[src/design/gpec_pkg.sv]
package gpec_pkg;

    // ------------------------------------------------------------
    // Clock and timebase
    // ------------------------------------------------------------
    localparam int unsigned CLK_HZ     = 25_000_000;
    localparam int unsigned TB16_F1    = 1_000_000;
    localparam int unsigned TB16_F2    = 100_000;
    localparam int unsigned TB16_F3    = 10_000;
    localparam int unsigned TB16_F4    = 1_000;
    localparam int unsigned TB16_F5    = 100;
    localparam int unsigned TB24_F1    = 20_000_000;
    localparam int unsigned TB24_F2    = 100_000;
    localparam logic [31:0] MIN_PHASE  = 32'h0000_0003;

    // ------------------------------------------------------------
    // Register map (byte addresses)
    // ------------------------------------------------------------
    localparam logic [4:0] OFS_CMD     = 5'h00;
    localparam logic [4:0] OFS_MODE    = 5'h04;
    localparam logic [4:0] OFS_DELAY   = 5'h08;
    localparam logic [4:0] OFS_PULSE   = 5'h0C;
    localparam logic [4:0] OFS_COUNT   = 5'h10;
    localparam logic [4:0] OFS_STATUS  = 5'h14;
    localparam logic [4:0] OFS_CNT_HI  = 5'h18;
    localparam logic [4:0] OFS_PARTNER = 5'h1C;
    localparam int         CMD_GO_BIT  = 0;
    localparam int         CMD_HALT_BIT = 1;

    // ------------------------------------------------------------
    // Field codes
    // ------------------------------------------------------------
    localparam logic [2:0] GATE_IGNORED = 3'h0;
    localparam logic [2:0] GATE_HIGH    = 3'h1;
    localparam logic [2:0] GATE_LOW     = 3'h2;
    localparam logic [2:0] GATE_RISE    = 3'h3;
    localparam logic [2:0] GATE_FALL    = 3'h4;
    localparam logic [2:0] SRC_PIN      = 3'h0;
    localparam logic [31:0] LEN_RST     = 32'h0000_0003;

    // ------------------------------------------------------------
    // Types
    // ------------------------------------------------------------
    typedef enum logic [1:0] {ST_IDLE, ST_ARMED, ST_RUN} gpec_run_e;

    // Packed from bit 10 down to bit 0, matching the MODE word
    typedef struct packed {
        logic       pulse_train;       // 1 pulse_train_setup
        logic [2:0] gate_behaviour;
        logic       output_polarity;   // 0 pulse_active_high
        logic [2:0] count_source_select;
        logic       increment_edge;    // 0 rising, 1 falling
        logic       terminal_action;   // 0 stop_at_terminal, 1 continuous
        logic       two_counters;      // counter_width: cascade pair
    } gpec_mode_s;

    localparam gpec_mode_s MODE_RST = '0;

    typedef struct packed {
        logic       waitreq;
        logic [31:0] rdata;
        gpec_run_e  run;
        gpec_mode_s mode;
        logic [31:0] delay_len;
        logic [31:0] pulse_len;
        logic [31:0] cnt;
        logic [15:0] snap_hi;
        logic       overflow;
        logic       phase;
        logic       out;
        logic [2:0] src_sync;
        logic       src_filt;
        logic       src_prev;
        logic [2:0] gate_sync;
        logic       gate_filt;
        logic       gate_prev;
        logic [31:0] tb_acc;
        logic       tb_lvl;
        logic       tb_prev;
    } gpec_state_s;

    localparam int          STATE_W   = $bits(gpec_state_s);
    localparam gpec_state_s STATE_RST = gpec_state_s'({1'b1, {(STATE_W-1){1'b0}}});

endpackage

[src/design/gpec_counter.sv]
// The Avalon-MM interface to the registers and the address map are this design's own decisions.
`timescale 1ns/1ps
// Overview of operation
// - Output period is a delay phase then a pulse phase; equal lengths give a square wave.
// - Pulse phase length below three timebase cycles is raised to three.
// - Delay phase length below three timebase cycles is raised to three.
// - Gate ignored mode runs as soon as software issues go.
// - Level-high gate mode advances only while gate is high.
// - Level-low gate mode advances only while gate is low.
// - Rising trigger mode waits after go for the first gate rising edge.
// - Falling trigger mode waits after go for the first gate falling edge.
// - Active-high polarity: output low in delay phase, high in pulse phase.
// - Active-low polarity: output high in delay phase, low in pulse phase.
// - Source selector picks source pin edges or internal timebase cycles.
// - Timebase choices depend on the 16-bit or 24-bit variant.
// - Counter increments only on the selected rising or falling edge.
// - Stop-at-terminal mode halts and flags overflow; 16-bit variant only.
// - Continuous mode wraps; only the 24-bit variant flags overflow.
// - 24-bit variant is single; 16-bit variant may cascade to 32 bits.
// - Cascade partner is the next counter in its group of five, wrapping.
// - Gate or trigger behaviour is armed only after the go command.
// - Pulse train counts down delay length, then pulse length, repeatedly.
// - Count read returns current value plus overflow indication; here the count word holds only the value, overflow is read from status.
module gpec_counter
    import gpec_pkg::*;
#(
    parameter bit VARIANT24  = 1'b0,   // 0: 16-bit family, 1: 24-bit family
    parameter int CHANNEL_ID = 1       // Position 1..10 among the counters
) (
    input  wire logic        I_CLOCK,       // System clock, 25 MHz
    input  wire logic        I_ARST_N,      // Asynchronous reset, active low
    input  wire logic        I_CE,          // Clock enable, freezes all state
    input  wire logic [4:0]  I_ADDRESS,     // Avalon byte address
    input  wire logic        I_READ,        // Avalon read
    input  wire logic        I_WRITE,       // Avalon write
    input  wire logic [31:0] I_WRITEDATA,   // Avalon write data
    input  wire logic [3:0]  I_BYTEENABLE,  // Avalon byte enables
    output logic      [31:0] O_READDATA,    // Avalon read data
    output logic             O_WAITREQUEST, // Avalon wait request
    input  wire logic        I_SOURCE,      // External count source pin
    input  wire logic        I_GATE,        // External gate pin
    output logic             O_OUT          // Pulse output pin
);

    // ------------------------------------------------------------
    // Elaboration checks
    // ------------------------------------------------------------
    if (CHANNEL_ID < 1 || CHANNEL_ID > 10) begin : g_bad_id
        $error("CHANNEL_ID must be 1 to 10");
    end

    // ------------------------------------------------------------
    // Helpers
    // ------------------------------------------------------------
    function automatic logic [31:0] width_mask(input logic two);
        if (VARIANT24)
            width_mask = 32'h00FF_FFFF;
        else if (two)
            width_mask = 32'hFFFF_FFFF;
        else
            width_mask = 32'h0000_FFFF;
    endfunction

    // Short phases are stretched to the minimum the hardware can time
    function automatic logic [31:0] phase_len(input logic [31:0] len,
                                              input logic [31:0] mask);
        phase_len = ((len & mask) < MIN_PHASE) ? MIN_PHASE : (len & mask);
    endfunction

    function automatic logic [31:0] tb_freq(input logic [2:0] sel);
        tb_freq = 32'h0000_0000;
        if (VARIANT24) begin
            case (sel)
                3'h1:    tb_freq = 32'(TB24_F1);
                3'h2:    tb_freq = 32'(TB24_F2);
                default: tb_freq = 32'h0000_0000;
            endcase
        end else begin
            case (sel)
                3'h1:    tb_freq = 32'(TB16_F1);
                3'h2:    tb_freq = 32'(TB16_F2);
                3'h3:    tb_freq = 32'(TB16_F3);
                3'h4:    tb_freq = 32'(TB16_F4);
                3'h5:    tb_freq = 32'(TB16_F5);
                default: tb_freq = 32'h0000_0000;
            endcase
        end
    endfunction

    function automatic logic [31:0] partner_of(input int id);
        partner_of = (id == 5) ? 32'h0000_0001 :
                     (id == 10) ? 32'h0000_0006 : 32'(id + 1);
    endfunction

    function automatic logic [31:0] be_merge(input logic [31:0] old,
                                             input logic [31:0] wd,
                                             input logic [3:0]  be);
        be_merge = old;
        for (int i = 0; i < 4; i++) begin
            if (be[i])
                be_merge[8*i +: 8] = wd[8*i +: 8];
        end
    endfunction

    function automatic logic idle_level(input logic pol);
        idle_level = pol;
    endfunction

    // ------------------------------------------------------------
    // State
    // ------------------------------------------------------------
    gpec_state_s s;
    gpec_state_s n;

    logic [31:0] mask;
    logic [31:0] step;
    logic [31:0] acc_sum;
    logic        src_rise;
    logic        src_fall;
    logic        gate_rise;
    logic        gate_fall;
    logic        tb_rise;
    logic        tb_fall;
    logic        edge_hit;
    logic        gate_ok;
    logic        trig;
    logic        is_trig_mode;
    logic        stop_mode;
    logic        ack;
    logic [31:0] wmerged;

    always_comb begin
        n = s;
        mask = width_mask(s.mode.two_counters);
        ack = ~s.waitreq;
        wmerged = 32'h0000_0000;

        // --------------------------------------------------------
        // Pin synchronisers: 2nd and 3rd stage must agree
        // --------------------------------------------------------
        n.src_sync = {s.src_sync[1:0], I_SOURCE};
        n.gate_sync = {s.gate_sync[1:0], I_GATE};
        if (s.src_sync[1] == s.src_sync[2])
            n.src_filt = s.src_sync[2];
        if (s.gate_sync[1] == s.gate_sync[2])
            n.gate_filt = s.gate_sync[2];
        n.src_prev = s.src_filt;
        n.gate_prev = s.gate_filt;
        src_rise = s.src_filt & ~s.src_prev;
        src_fall = ~s.src_filt & s.src_prev;
        gate_rise = s.gate_filt & ~s.gate_prev;
        gate_fall = ~s.gate_filt & s.gate_prev;

        // --------------------------------------------------------
        // Internal timebase: toggles at twice the selected rate
        // --------------------------------------------------------
        // A 20 MHz base cannot toggle faster than the clock, so it
        // saturates at one edge per clock cycle.
        step = tb_freq(s.mode.count_source_select) << 1;
        acc_sum = s.tb_acc + step;
        n.tb_prev = s.tb_lvl;
        if (step == 32'h0000_0000) begin
            n.tb_acc = 32'h0000_0000;
        end else if (step >= 32'(CLK_HZ)) begin
            n.tb_acc = 32'h0000_0000;
            n.tb_lvl = ~s.tb_lvl;
        end else if (acc_sum >= 32'(CLK_HZ)) begin
            n.tb_acc = acc_sum - 32'(CLK_HZ);
            n.tb_lvl = ~s.tb_lvl;
        end else begin
            n.tb_acc = acc_sum;
        end
        tb_rise = s.tb_lvl & ~s.tb_prev;
        tb_fall = ~s.tb_lvl & s.tb_prev;

        // --------------------------------------------------------
        // Counted edge selection
        // --------------------------------------------------------
        if (s.mode.count_source_select == SRC_PIN)
            edge_hit = s.mode.increment_edge ? src_fall : src_rise;
        else
            edge_hit = s.mode.increment_edge ? tb_fall : tb_rise;

        // --------------------------------------------------------
        // Gate qualification
        // --------------------------------------------------------
        case (s.mode.gate_behaviour)
            GATE_HIGH: gate_ok = s.gate_filt;
            GATE_LOW:  gate_ok = ~s.gate_filt;
            default:   gate_ok = 1'b1;
        endcase
        case (s.mode.gate_behaviour)
            GATE_RISE: trig = gate_rise;
            GATE_FALL: trig = gate_fall;
            default:   trig = 1'b0;
        endcase
        is_trig_mode = (s.mode.gate_behaviour == GATE_RISE) ||
                       (s.mode.gate_behaviour == GATE_FALL);
        // Stop-at-terminal does not exist on the 24-bit family
        stop_mode = ~s.mode.terminal_action & ~VARIANT24;

        // --------------------------------------------------------
        // Counter engine
        // --------------------------------------------------------
        case (s.run)
            ST_IDLE: begin
            end
            ST_ARMED: begin
                if (trig)
                    n.run = ST_RUN;
            end
            ST_RUN: begin
                if (edge_hit && gate_ok) begin
                    if (s.mode.pulse_train) begin
                        if (s.cnt <= 32'h0000_0001) begin
                            n.phase = ~s.phase;
                            n.cnt = s.phase ? phase_len(s.delay_len, mask)
                                            : phase_len(s.pulse_len, mask);
                            n.out = s.phase ? idle_level(s.mode.output_polarity)
                                            : ~idle_level(s.mode.output_polarity);
                        end else begin
                            n.cnt = s.cnt - 32'h0000_0001;
                        end
                    end else if (stop_mode) begin
                        if (((s.cnt + 32'h0000_0001) & mask) == mask) begin
                            n.cnt = mask;
                            n.overflow = 1'b1;
                            n.run = ST_IDLE;
                        end else begin
                            n.cnt = (s.cnt + 32'h0000_0001) & mask;
                        end
                    end else begin
                        n.cnt = (s.cnt + 32'h0000_0001) & mask;
                        if (s.cnt == mask && VARIANT24)
                            n.overflow = 1'b1;
                    end
                end
            end
            default: n.run = ST_IDLE;
        endcase

        // --------------------------------------------------------
        // Avalon slave: one wait cycle, then the access completes
        // --------------------------------------------------------
        n.waitreq = 1'b1;
        if ((I_READ || I_WRITE) && s.waitreq)
            n.waitreq = 1'b0;

        if (I_READ && s.waitreq) begin
            case (I_ADDRESS)
                OFS_CMD:     n.rdata = 32'h0000_0000;
                OFS_MODE:    n.rdata = 32'(s.mode);
                OFS_DELAY:   n.rdata = s.delay_len;
                OFS_PULSE:   n.rdata = s.pulse_len;
                OFS_COUNT: begin
                    // Upper half frozen with the same edge as the low word
                    n.rdata = s.cnt & mask;
                    n.snap_hi = s.cnt[31:16];
                end
                OFS_STATUS:  n.rdata = {28'h000_0000, s.out, (s.run == ST_ARMED),
                                        (s.run == ST_RUN), s.overflow};
                OFS_CNT_HI:  n.rdata = {16'h0000, s.snap_hi};
                OFS_PARTNER: n.rdata = VARIANT24 ? 32'h0000_0000
                                                 : partner_of(CHANNEL_ID);
                default:     n.rdata = 32'h0000_0000;
            endcase
        end

        if (I_WRITE && ack) begin
            case (I_ADDRESS)
                OFS_CMD: begin
                    if (I_BYTEENABLE[0] && I_WRITEDATA[CMD_HALT_BIT]) begin
                        n.run = ST_IDLE;
                        n.overflow = 1'b0;
                        n.phase = 1'b0;
                        n.out = idle_level(s.mode.output_polarity);
                    end else if (I_BYTEENABLE[0] && I_WRITEDATA[CMD_GO_BIT]) begin
                        n.run = is_trig_mode ? ST_ARMED : ST_RUN;
                        n.overflow = 1'b0;
                        n.phase = 1'b0;
                        n.out = idle_level(s.mode.output_polarity);
                        n.cnt = s.mode.pulse_train ? phase_len(s.delay_len, mask)
                                                   : 32'h0000_0000;
                    end
                end
                OFS_MODE: begin
                    wmerged = be_merge(32'(s.mode), I_WRITEDATA, I_BYTEENABLE);
                    n.mode = gpec_mode_s'(wmerged[$bits(gpec_mode_s)-1:0]);
                    if (VARIANT24)
                        n.mode.two_counters = 1'b0;
                    n.run = ST_IDLE;
                    n.overflow = 1'b0;
                    n.phase = 1'b0;
                    n.out = idle_level(n.mode.output_polarity);
                end
                OFS_DELAY: n.delay_len = be_merge(s.delay_len, I_WRITEDATA, I_BYTEENABLE);
                OFS_PULSE: n.pulse_len = be_merge(s.pulse_len, I_WRITEDATA, I_BYTEENABLE);
                default: begin
                end
            endcase
        end
    end

    always_ff @(posedge I_CLOCK or negedge I_ARST_N) begin
        if (!I_ARST_N) begin
            s <= STATE_RST;
            s.mode <= MODE_RST;
            s.delay_len <= LEN_RST;
            s.pulse_len <= LEN_RST;
        end else if (I_CE) begin
            s <= n;
        end
    end

    // ------------------------------------------------------------
    // Outputs
    // ------------------------------------------------------------
    assign O_READDATA = s.rdata;
    assign O_WAITREQUEST = s.waitreq;
    assign O_OUT = s.out;

endmodule

[config.mk]
export PLATFORM = sky130hd
export DESIGN_NAME = gpec_counter
export DESIGN_NICKNAME = d
export VERILOG_FILES = /design/src/design/gpec_pkg.sv /design/src/design/gpec_counter.sv
export SDC_FILE = /design/constraint.sdc
export NUM_CORES = 1
export LEC_CHECK = 0
export BUFFER_PORTS_ARGS = -buffer_cell sky130_fd_sc_hd__buf_4
export CAP_MARGIN = 20
export CELL_PAD_IN_SITES_DETAIL_PLACEMENT = 2
export CELL_PAD_IN_SITES_GLOBAL_PLACEMENT = 2
export CORE_MARGIN = 2
export CORE_UTILIZATION = 42
export DETAILED_ROUTE_END_ITERATION = 7
export HOLD_SLACK_MARGIN = 0.05
export PLACE_DENSITY = 0.93
export SYNTH_ARGS = -nofsm -noshare
export SYNTH_HDL_FRONTEND = slang
export SYNTH_SLANG_ARGS = --single-unit
[constraint.sdc]
create_clock -name I_CLOCK -period 13.1 [get_ports I_CLOCK]
set_input_delay 2.62 -clock I_CLOCK [delete_from_list [all_inputs] [get_ports I_CLOCK]]
set_output_delay 2.62 -clock I_CLOCK [all_outputs]
set_load 0.005 [all_outputs]
==> results of run 1 <==
stage by stage:
step / setup WS (ns) / instance area [um2] / total power [uW] / util, %
3_3_place_gp: 7.74 / 15200 / 1270 / 44.2
3_5_place_dp: 7.47 / 15200 / 1330 / 44.2
4_1_cts: 7.59 / 16100 / 2150 / 46.6
5_1_grt: 7.23 / 16100 / 2250 / 46.8
6_report: 7.41 / 16100 / 2210 / 46.8
2_1_floorplan: 8.26 / 14700 / 1100 / -
routing by layer:
metal	vias to the layer above	wire length (um)	GRT usage [%]
met5	-	53	0
met4	6	6670	26.9
met3	533	6880	9.88
met2	1233	36700	69.0
met1	8068	27500	47.2
li1	6222	-	-
registers in the layout, summed over array words and instances, names as in the netlist:
| signal | flops |
|---|---|
| s | 161 |
| O_READDATA | 32 |
| n | 7 |
| O_OUT | 1 |
| O_WAITREQUEST | 1 |
cell usage in the layout (no fill, tap or decap), types with 14 or more instances in the layout:
cell       instances
a21oi_1          118
a222oi_1          17
inv_1             24
o21ai_0          147
mux2_2           115
o211ai_1          19
nor4_1            33
a31oi_1           27
xor2_1            31
and3_1            26
a22o_1            14
ha_1              21
nand3_1           61
buf_4             98
dfrtp_1          197
nor2b_1           18
nand4_1           19
mux2i_1           33
xnor2_1           44
or3_1             15
clkbuf_16         25
nor3_1            43
nand2_1          165
nor2_1           115
power groups by stage:
stage	Sequential (uW)	Combinational (uW)	Clock (uW)
global route	868	579	799
detailed placement	850	482	0
finish	872	557	784
CTS	849	525	774
global placement	838	427	0
floorplan	721	376	0
critical path, delay by kind of cell, from the launching register on:
kind / cells / cell delay (ns)
flops: 1 / 0.67
simple gates: 8 / 2.37
compound gates: 5 / 1.52
fa+ha+maj: 1 / 0.44
xor+xnor: 1 / 0.53
final cells by class:
class,instances,area (um2),area share (%)
Clock inverter,10,156,0.970
Timing Repair Buffer,101,806,5.00
Sequential cell,202,5060,31.4
Tap cell,455,569,3.53
Multi-Input combinational cell,1313,8740,54.2
Antenna cell,2,5.00,0.0310
Clock buffer,35,693,4.30
Inverter,25,96.3,0.597
worst max-delay path by stage:
| stage | startpoint | endpoint | slack, ns | depth (start not counted) |
|---|---|---|---|---|
| 2_1_floorplan | I_ADDRESS[4] | s[81] | 8.26 | 10 |
| 3_3_place_gp | I_ADDRESS[4] | s[85] | 7.74 | 12 |
| 3_5_place_dp | I_ADDRESS[4] | s[92] | 7.47 | 12 |
| 4_1_cts | s[163] | s[25] | 7.59 | 15 |
| 5_1_grt | s[163] | s[24] | 7.23 | 15 |
| 6_report | s[163] | s[24] | 7.41 | 15 |
kinds of logic (layout without fill, tap and decap cells):
kind of cell	Yosys count	count (layout)	share of synthesized area (%)
AND/OR/NAND/NOR	565	565	19.5
flip-flops	202	202	34.5
XOR/XNOR	75	75	4.48
adder cells (fa/ha/maj)	23	23	2.02
buffers and inverters	189	171	6.09
other	0	2	0
multiplexers	148	148	11.1
AO/OA/AOI/OAI	502	502	22.4
==> reports/metrics.json, run 1 <==
{
  "synthDistinctLibCells": 93,
  "placedCellCount": 2094,
  "postRouteAntennaNets": 0,
  "clock_latency_ns": 0.57,
  "hold_path_class": "flop to flop",
  "cellPowerDensity_nw_per_um2": 137,
  "synth_top_cells_by_count": "dfrtp_1, nand2_1, o21ai_0",
  "final_cells": 2143,
  "filler_cells": 3619,
  "global_route.overflow_total": 0,
  "period_minus_slack_ns": 5.69,
  "cts_buffers": 25,
  "die_area_um2": 36500,
  "report.final.setup_viol": 0,
  "viasPerCell": 7.50,
  "synth-seq-cells": 202,
  "ys.warnings.count": 0,
  "ctsResizeCount": 0,
  "grt_max_degree": 124,
  "layout_worst_path_cycle_share_pct": 43.4,
  "grt_first_pass_wirelength_mm": 114,
  "comb_power_share_pct": 25.2,
  "clock_network_fraction_of_total_power_pct": 35.4,
  "max_fo_critical_path": 14,
  "net_switching_power_of_the_design_uw": 906,
  "clock_root_buffer_master": "clkbuf_16",
  "die_w_um": 191,
  "dr.pass1.iters": 8,
  "critical-path-slowest-cell": "and4bb_1",
  "ys_seq_area_share_pct": 34.5,
  "cellInternalPower_uw": 1310,
  "mappedNetlistArea_um2": 14700,
  "avgRoutedWirePerCell_um": 36.3,
  "power.static_leakage_uw": 0.00684,
  "floorplan.rows": 68,
  "number_of_vias_after_detailed_routing": 16100,
  "run_status": "finished with violations",
  "grt_setup_unrepaired": "false",
  "postRouteWirelength_mm": 77.8,
  "synthArstFlopShare_pct": 100,
  "global_route.usage.total_pct": 41.3,
  "cts.clk_slew.worst_paths_ns": 0.07,
  "top_count_cell_post_synth": "dfrtp_1",
  "cts.repair_timing.setup_buffer_count": 0,
  "timing.critical_path.cells": "nand2b_1 > nand2b_1 > nand2_1 > ha_1 > a21oi_1 > nand2_1 > a311oi_4 > nor2_1 > xor2_1 > a311oi_1 > and4bb_1 > nor2_4 > nor4b_1 > o31ai_1 > a21bo_2",
  "min_path_cells": 2,
  "vdd_ir_drop_max_mv": 0.135,
  "slew_headroom_pct": 17.6,
  "holdBufCountCts": 0,
  "syn-instance-count": 1704,
  "final-hold-violation-count": 0,
  "nNetsFinal": 1738,
  "worstReg2RegStart": "s[163]",
  "achievable-frequency_mhz": 176,
  "cts_tree": "yes",
  "detailed_route_drc_error_count": 7,
  "worst_reg_to_reg_setup_slack_ns": 7.41,
  "worst-r2r-cell-count": 15,
  "power_frac_seq_pct": 39.4,
  "clockBufferDepth": 3,
  "antenna_violations_before_repair": 4,
  "cts_htree_levels": 1,
  "synth_fp_nets": 1774,
  "swShare_pct": 40.9,
  "cts.sink_count": 202,
  "core_um2": 34500,
  "timing_worst_slew_pin_value_ns": 1.23,
  "grt_pass1_vias": 17400,
  "initial_core_util_pct": 42.6,
  "number_of_max_cap_violations": 0,
  "violations": "DRC",
  "layout-area-overhead-vs-synth_pct": 9.87,
  "syn_area_per_cell_um2": 8.61,
  "hold_ws_ns": 0.522,
  "timing_worst_setup_path_type": "flop to flop",
  "hold-path-endpoint": "O_READDATA[2]",
  "synth.area.top_cells": "dfrtp_1, mux2_2, o21ai_0, nand2_1, a21oi_1",
  "yosys.area.top_type": "dfrtp_1",
  "cp_data_arrival_time_ns": 6.13,
  "synth.top_cell.area_share_pct": 33.6,
  "crit_path_end_kind": "flop",
  "routability_driven_placement_congestion_ratio": 0.890,
  "numPortBuffers": 81,
  "synth-edff-count": 0,
  "fin_setup_tns_ns": 0,
  "final_layout_size_suffix_gt1_share_pct": 17.3,
  "dpl.hpwl_mm": 47.1,
  "worst_ep_required_time_ns": 13.54,
  "worstReg2RegEnd": "s[24]",
  "worst_skew_ns": 0.0283,
  "critPathMaxStageDelay_ns": 0.68,
  "synthFlopType": "dfrtp_1",
  "boundaryPins": 82,
  "drt_iter0_drc": 2070,
  "crit_path_start_kind": "flop",
  "pins_over_their_slew_limit": 0,
  "die_h_um": 191,
  "holdCritStartpoint": "O_READDATA[2]"
}
Note: power is estimated with default switching activity, not from simulation.
==> inputs of run 2 (changes only) <==
--- a/config.mk
+++ b/config.mk
@@ -10,10 +10,10 @@
 export CELL_PAD_IN_SITES_DETAIL_PLACEMENT = 2
 export CELL_PAD_IN_SITES_GLOBAL_PLACEMENT = 2
 export CORE_MARGIN = 2
-export CORE_UTILIZATION = 42
+export CORE_UTILIZATION = 39
 export DETAILED_ROUTE_END_ITERATION = 7
 export HOLD_SLACK_MARGIN = 0.05
-export PLACE_DENSITY = 0.93
+export PLACE_DENSITY = 0.88
 export SYNTH_ARGS = -nofsm -noshare
 export SYNTH_HDL_FRONTEND = slang
 export SYNTH_SLANG_ARGS = --single-unit
==> constraint.sdc (replaced) <==
create_clock -name I_CLOCK -period 5.8 [get_ports I_CLOCK]
set_input_delay 1.16 -clock I_CLOCK [delete_from_list [all_inputs] [get_ports I_CLOCK]]
set_output_delay 1.16 -clock I_CLOCK [all_outputs]
set_load 0.005 [all_outputs]
==> reports/metrics.json, run 2 (synthesis results as in run 1) <==
{
  "nNetsFinal": 1742,
  "holdBufCountCts": 0,
  "cts_tree": "yes",
  "cts.sink_count": 202,
  "die_h_um": 198,
  "clock_latency_ns": 0.57,
  "final_layout_size_suffix_gt1_share_pct": 17.8,
  "power.static_leakage_uw": 0.00683,
  "regMostFlops": "s",
  "floorplan.rows": 71,
  "drt_iter0_drc": 1374,
  "postRouteWirelength_mm": 68.3,
  "timing_worst_slew_pin_value_ns": 1.18,
  "largest_reg_flops": 161,
  "filler_cells": 4009,
  "grt_setup_unrepaired": "false",
  "vdd_ir_drop_max_mv": 0.212,
  "layout-area-overhead-vs-synth_pct": 10.1,
  "run_status": "finished clean",
  "cp_data_arrival_time_ns": 5.67,
  "ctsResizeCount": 0,
  "crit_path_end_kind": "flop",
  "global_route.usage.total_pct": 34.6,
  "achievable-frequency_mhz": 190,
  "clockBufferDepth": 3,
  "timing_worst_setup_path_type": "flop to flop",
  "report.final.setup_viol": 0,
  "grt_first_pass_wirelength_mm": 104,
  "global_route.overflow_total": 0,
  "mostFrequentLayoutCell": "dfrtp_1",
  "detailed_route_drc_error_count": 0,
  "cts.clk_slew.worst_paths_ns": 0.06,
  "pins_over_their_slew_limit": 0,
  "cts_buffers": 25,
  "dpl.hpwl_mm": 44.9,
  "grt_pass1_vias": 16400,
  "cts_htree_levels": 1,
  "avgRoutedWirePerCell_um": 31.0,
  "core_um2": 37400,
  "cellPowerDensity_nw_per_um2": 294,
  "fin_setup_tns_ns": 0,
  "finish.utilization_pct": 43.2,
  "boundaryPins": 82,
  "die_w_um": 198,
  "crit_path_start_kind": "flop",
  "final-hold-violation-count": 0,
  "worst_skew_ns": 0.0425,
  "number_of_vias_after_detailed_routing": 15100,
  "antennaDiodeCount": 0,
  "mostFrequentLayoutCells": "dfrtp_1, nand2_1, o21ai_0, a21oi_1",
  "hold_path_class": "flop to flop",
  "die_area_um2": 39200,
  "layout_worst_path_cycle_share_pct": 90.5,
  "antenna_violations_before_repair": 1,
  "clock_root_buffer_master": "clkbuf_16",
  "routability_driven_placement_congestion_ratio": 0.901,
  "grt_max_degree": 127,
  "viasPerCell": 6.86,
  "worst_ep_required_time_ns": 6.22,
  "period_minus_slack_ns": 5.25,
  "initial_core_util_pct": 39.2,
  "slew_headroom_pct": 20.8,
  "max_fo_critical_path": 14,
  "postRouteAntennaNets": 0,
  "cts.repair_timing.setup_buffer_count": 0,
  "number_of_max_cap_violations": 0,
  "dr.pass1.iters": 5,
  "numPortBuffers": 81
}
[run 2: changes by cell type in the layout (fill, tap and decap cells not counted), moves of 2 or more]
cell / previous run / this run
clkinv_2: 4 / 6
diode_2: 2 / 0
buf_16: 2 / 0
bufinv_16: 4 / 2
buf_4: 98 / 103
clkbuf_1: 7 / 2
clkinvlp_4: 1 / 4
[run 2: report_power, final]
group,switching [uW],total [uW],internal [uW]
registers,339,1870,1530
logic,827,1250,424
clock network,709,1640,929
total,1880,4760,2880
[run 2: cell type report]
cell class	count	area [um2]	share of cell area [%]
clock buffers	31	688	4.26
clock inverters	13	129	0.797
inverters	25	96.3	0.596
multi-input cells	1313	8740	54.1
flip-flops and latches	202	5060	31.3
well taps	511	639	3.96
repair buffers	105	808	5.00
[run 2: worst paths after layout]
check / end / depth (start not counted) / slack, ns / from
worst max register to register: s[24] / 14 / 0.55 / s[163]
min in group asynchronous: s[21] / 1 / 0.57 / I_ARST_N
worst min register to register: O_READDATA[12] / 2 / 0.49 / O_READDATA[12]
worst min-delay path: O_READDATA[12] / 2 / 0.49 / O_READDATA[12]
max in group asynchronous: s[83] / 2 / 4.03 / I_ARST_N
worst max-delay path: s[24] / 14 / 0.55 / s[163]
[run 2: metal layers]
metal / share of wire, % / global-route usage (%) / up-vias / wire length, um
li1: - / - / 6205 / -
met1: 39 / 41.7 / 7733 / 26600
met2: 47 / 57.7 / 818 / 32400
met3: 6.8 / 5.91 / 325 / 4660
met4: 6.7 / 21.6 / 2 / 4560
met5: 0.070 / 0 / - / 48
[run 2: critical path, cell delays in order, from the launching register on]
cell and delay [ns]:
dfrtp_1 0.52, or3_1 0.52, and2_1 0.25, ha_1 0.45
a211oi_1 0.42, o22ai_1 0.19, a221oi_2 0.44, nand2_1 0.13
xor2_1 0.34, o221ai_1 0.19, and4bb_1 0.64, nor2_4 0.17
nor4b_1 0.46, o31ai_1 0.14, a21bo_2 0.26
[run 2: stage by stage]
stage | cell area (um2) | std cells | setup slack, ns | hold WS, ns | total power [uW]
global route | 16200 | 2200 | 0.301 | 0.530 | 4890
global placement | 15300 | 2156 | 1.12 | 0.465 | 2880
floorplan | 14700 | 1704 | 1.53 | 0.451 | 2480
detailed placement | 15300 | 2156 | 0.749 | 0.476 | 3000
CTS | 16200 | 2200 | 0.621 | 0.498 | 4710
finish | 16200 | 2200 | 0.551 | 0.494 | 4760
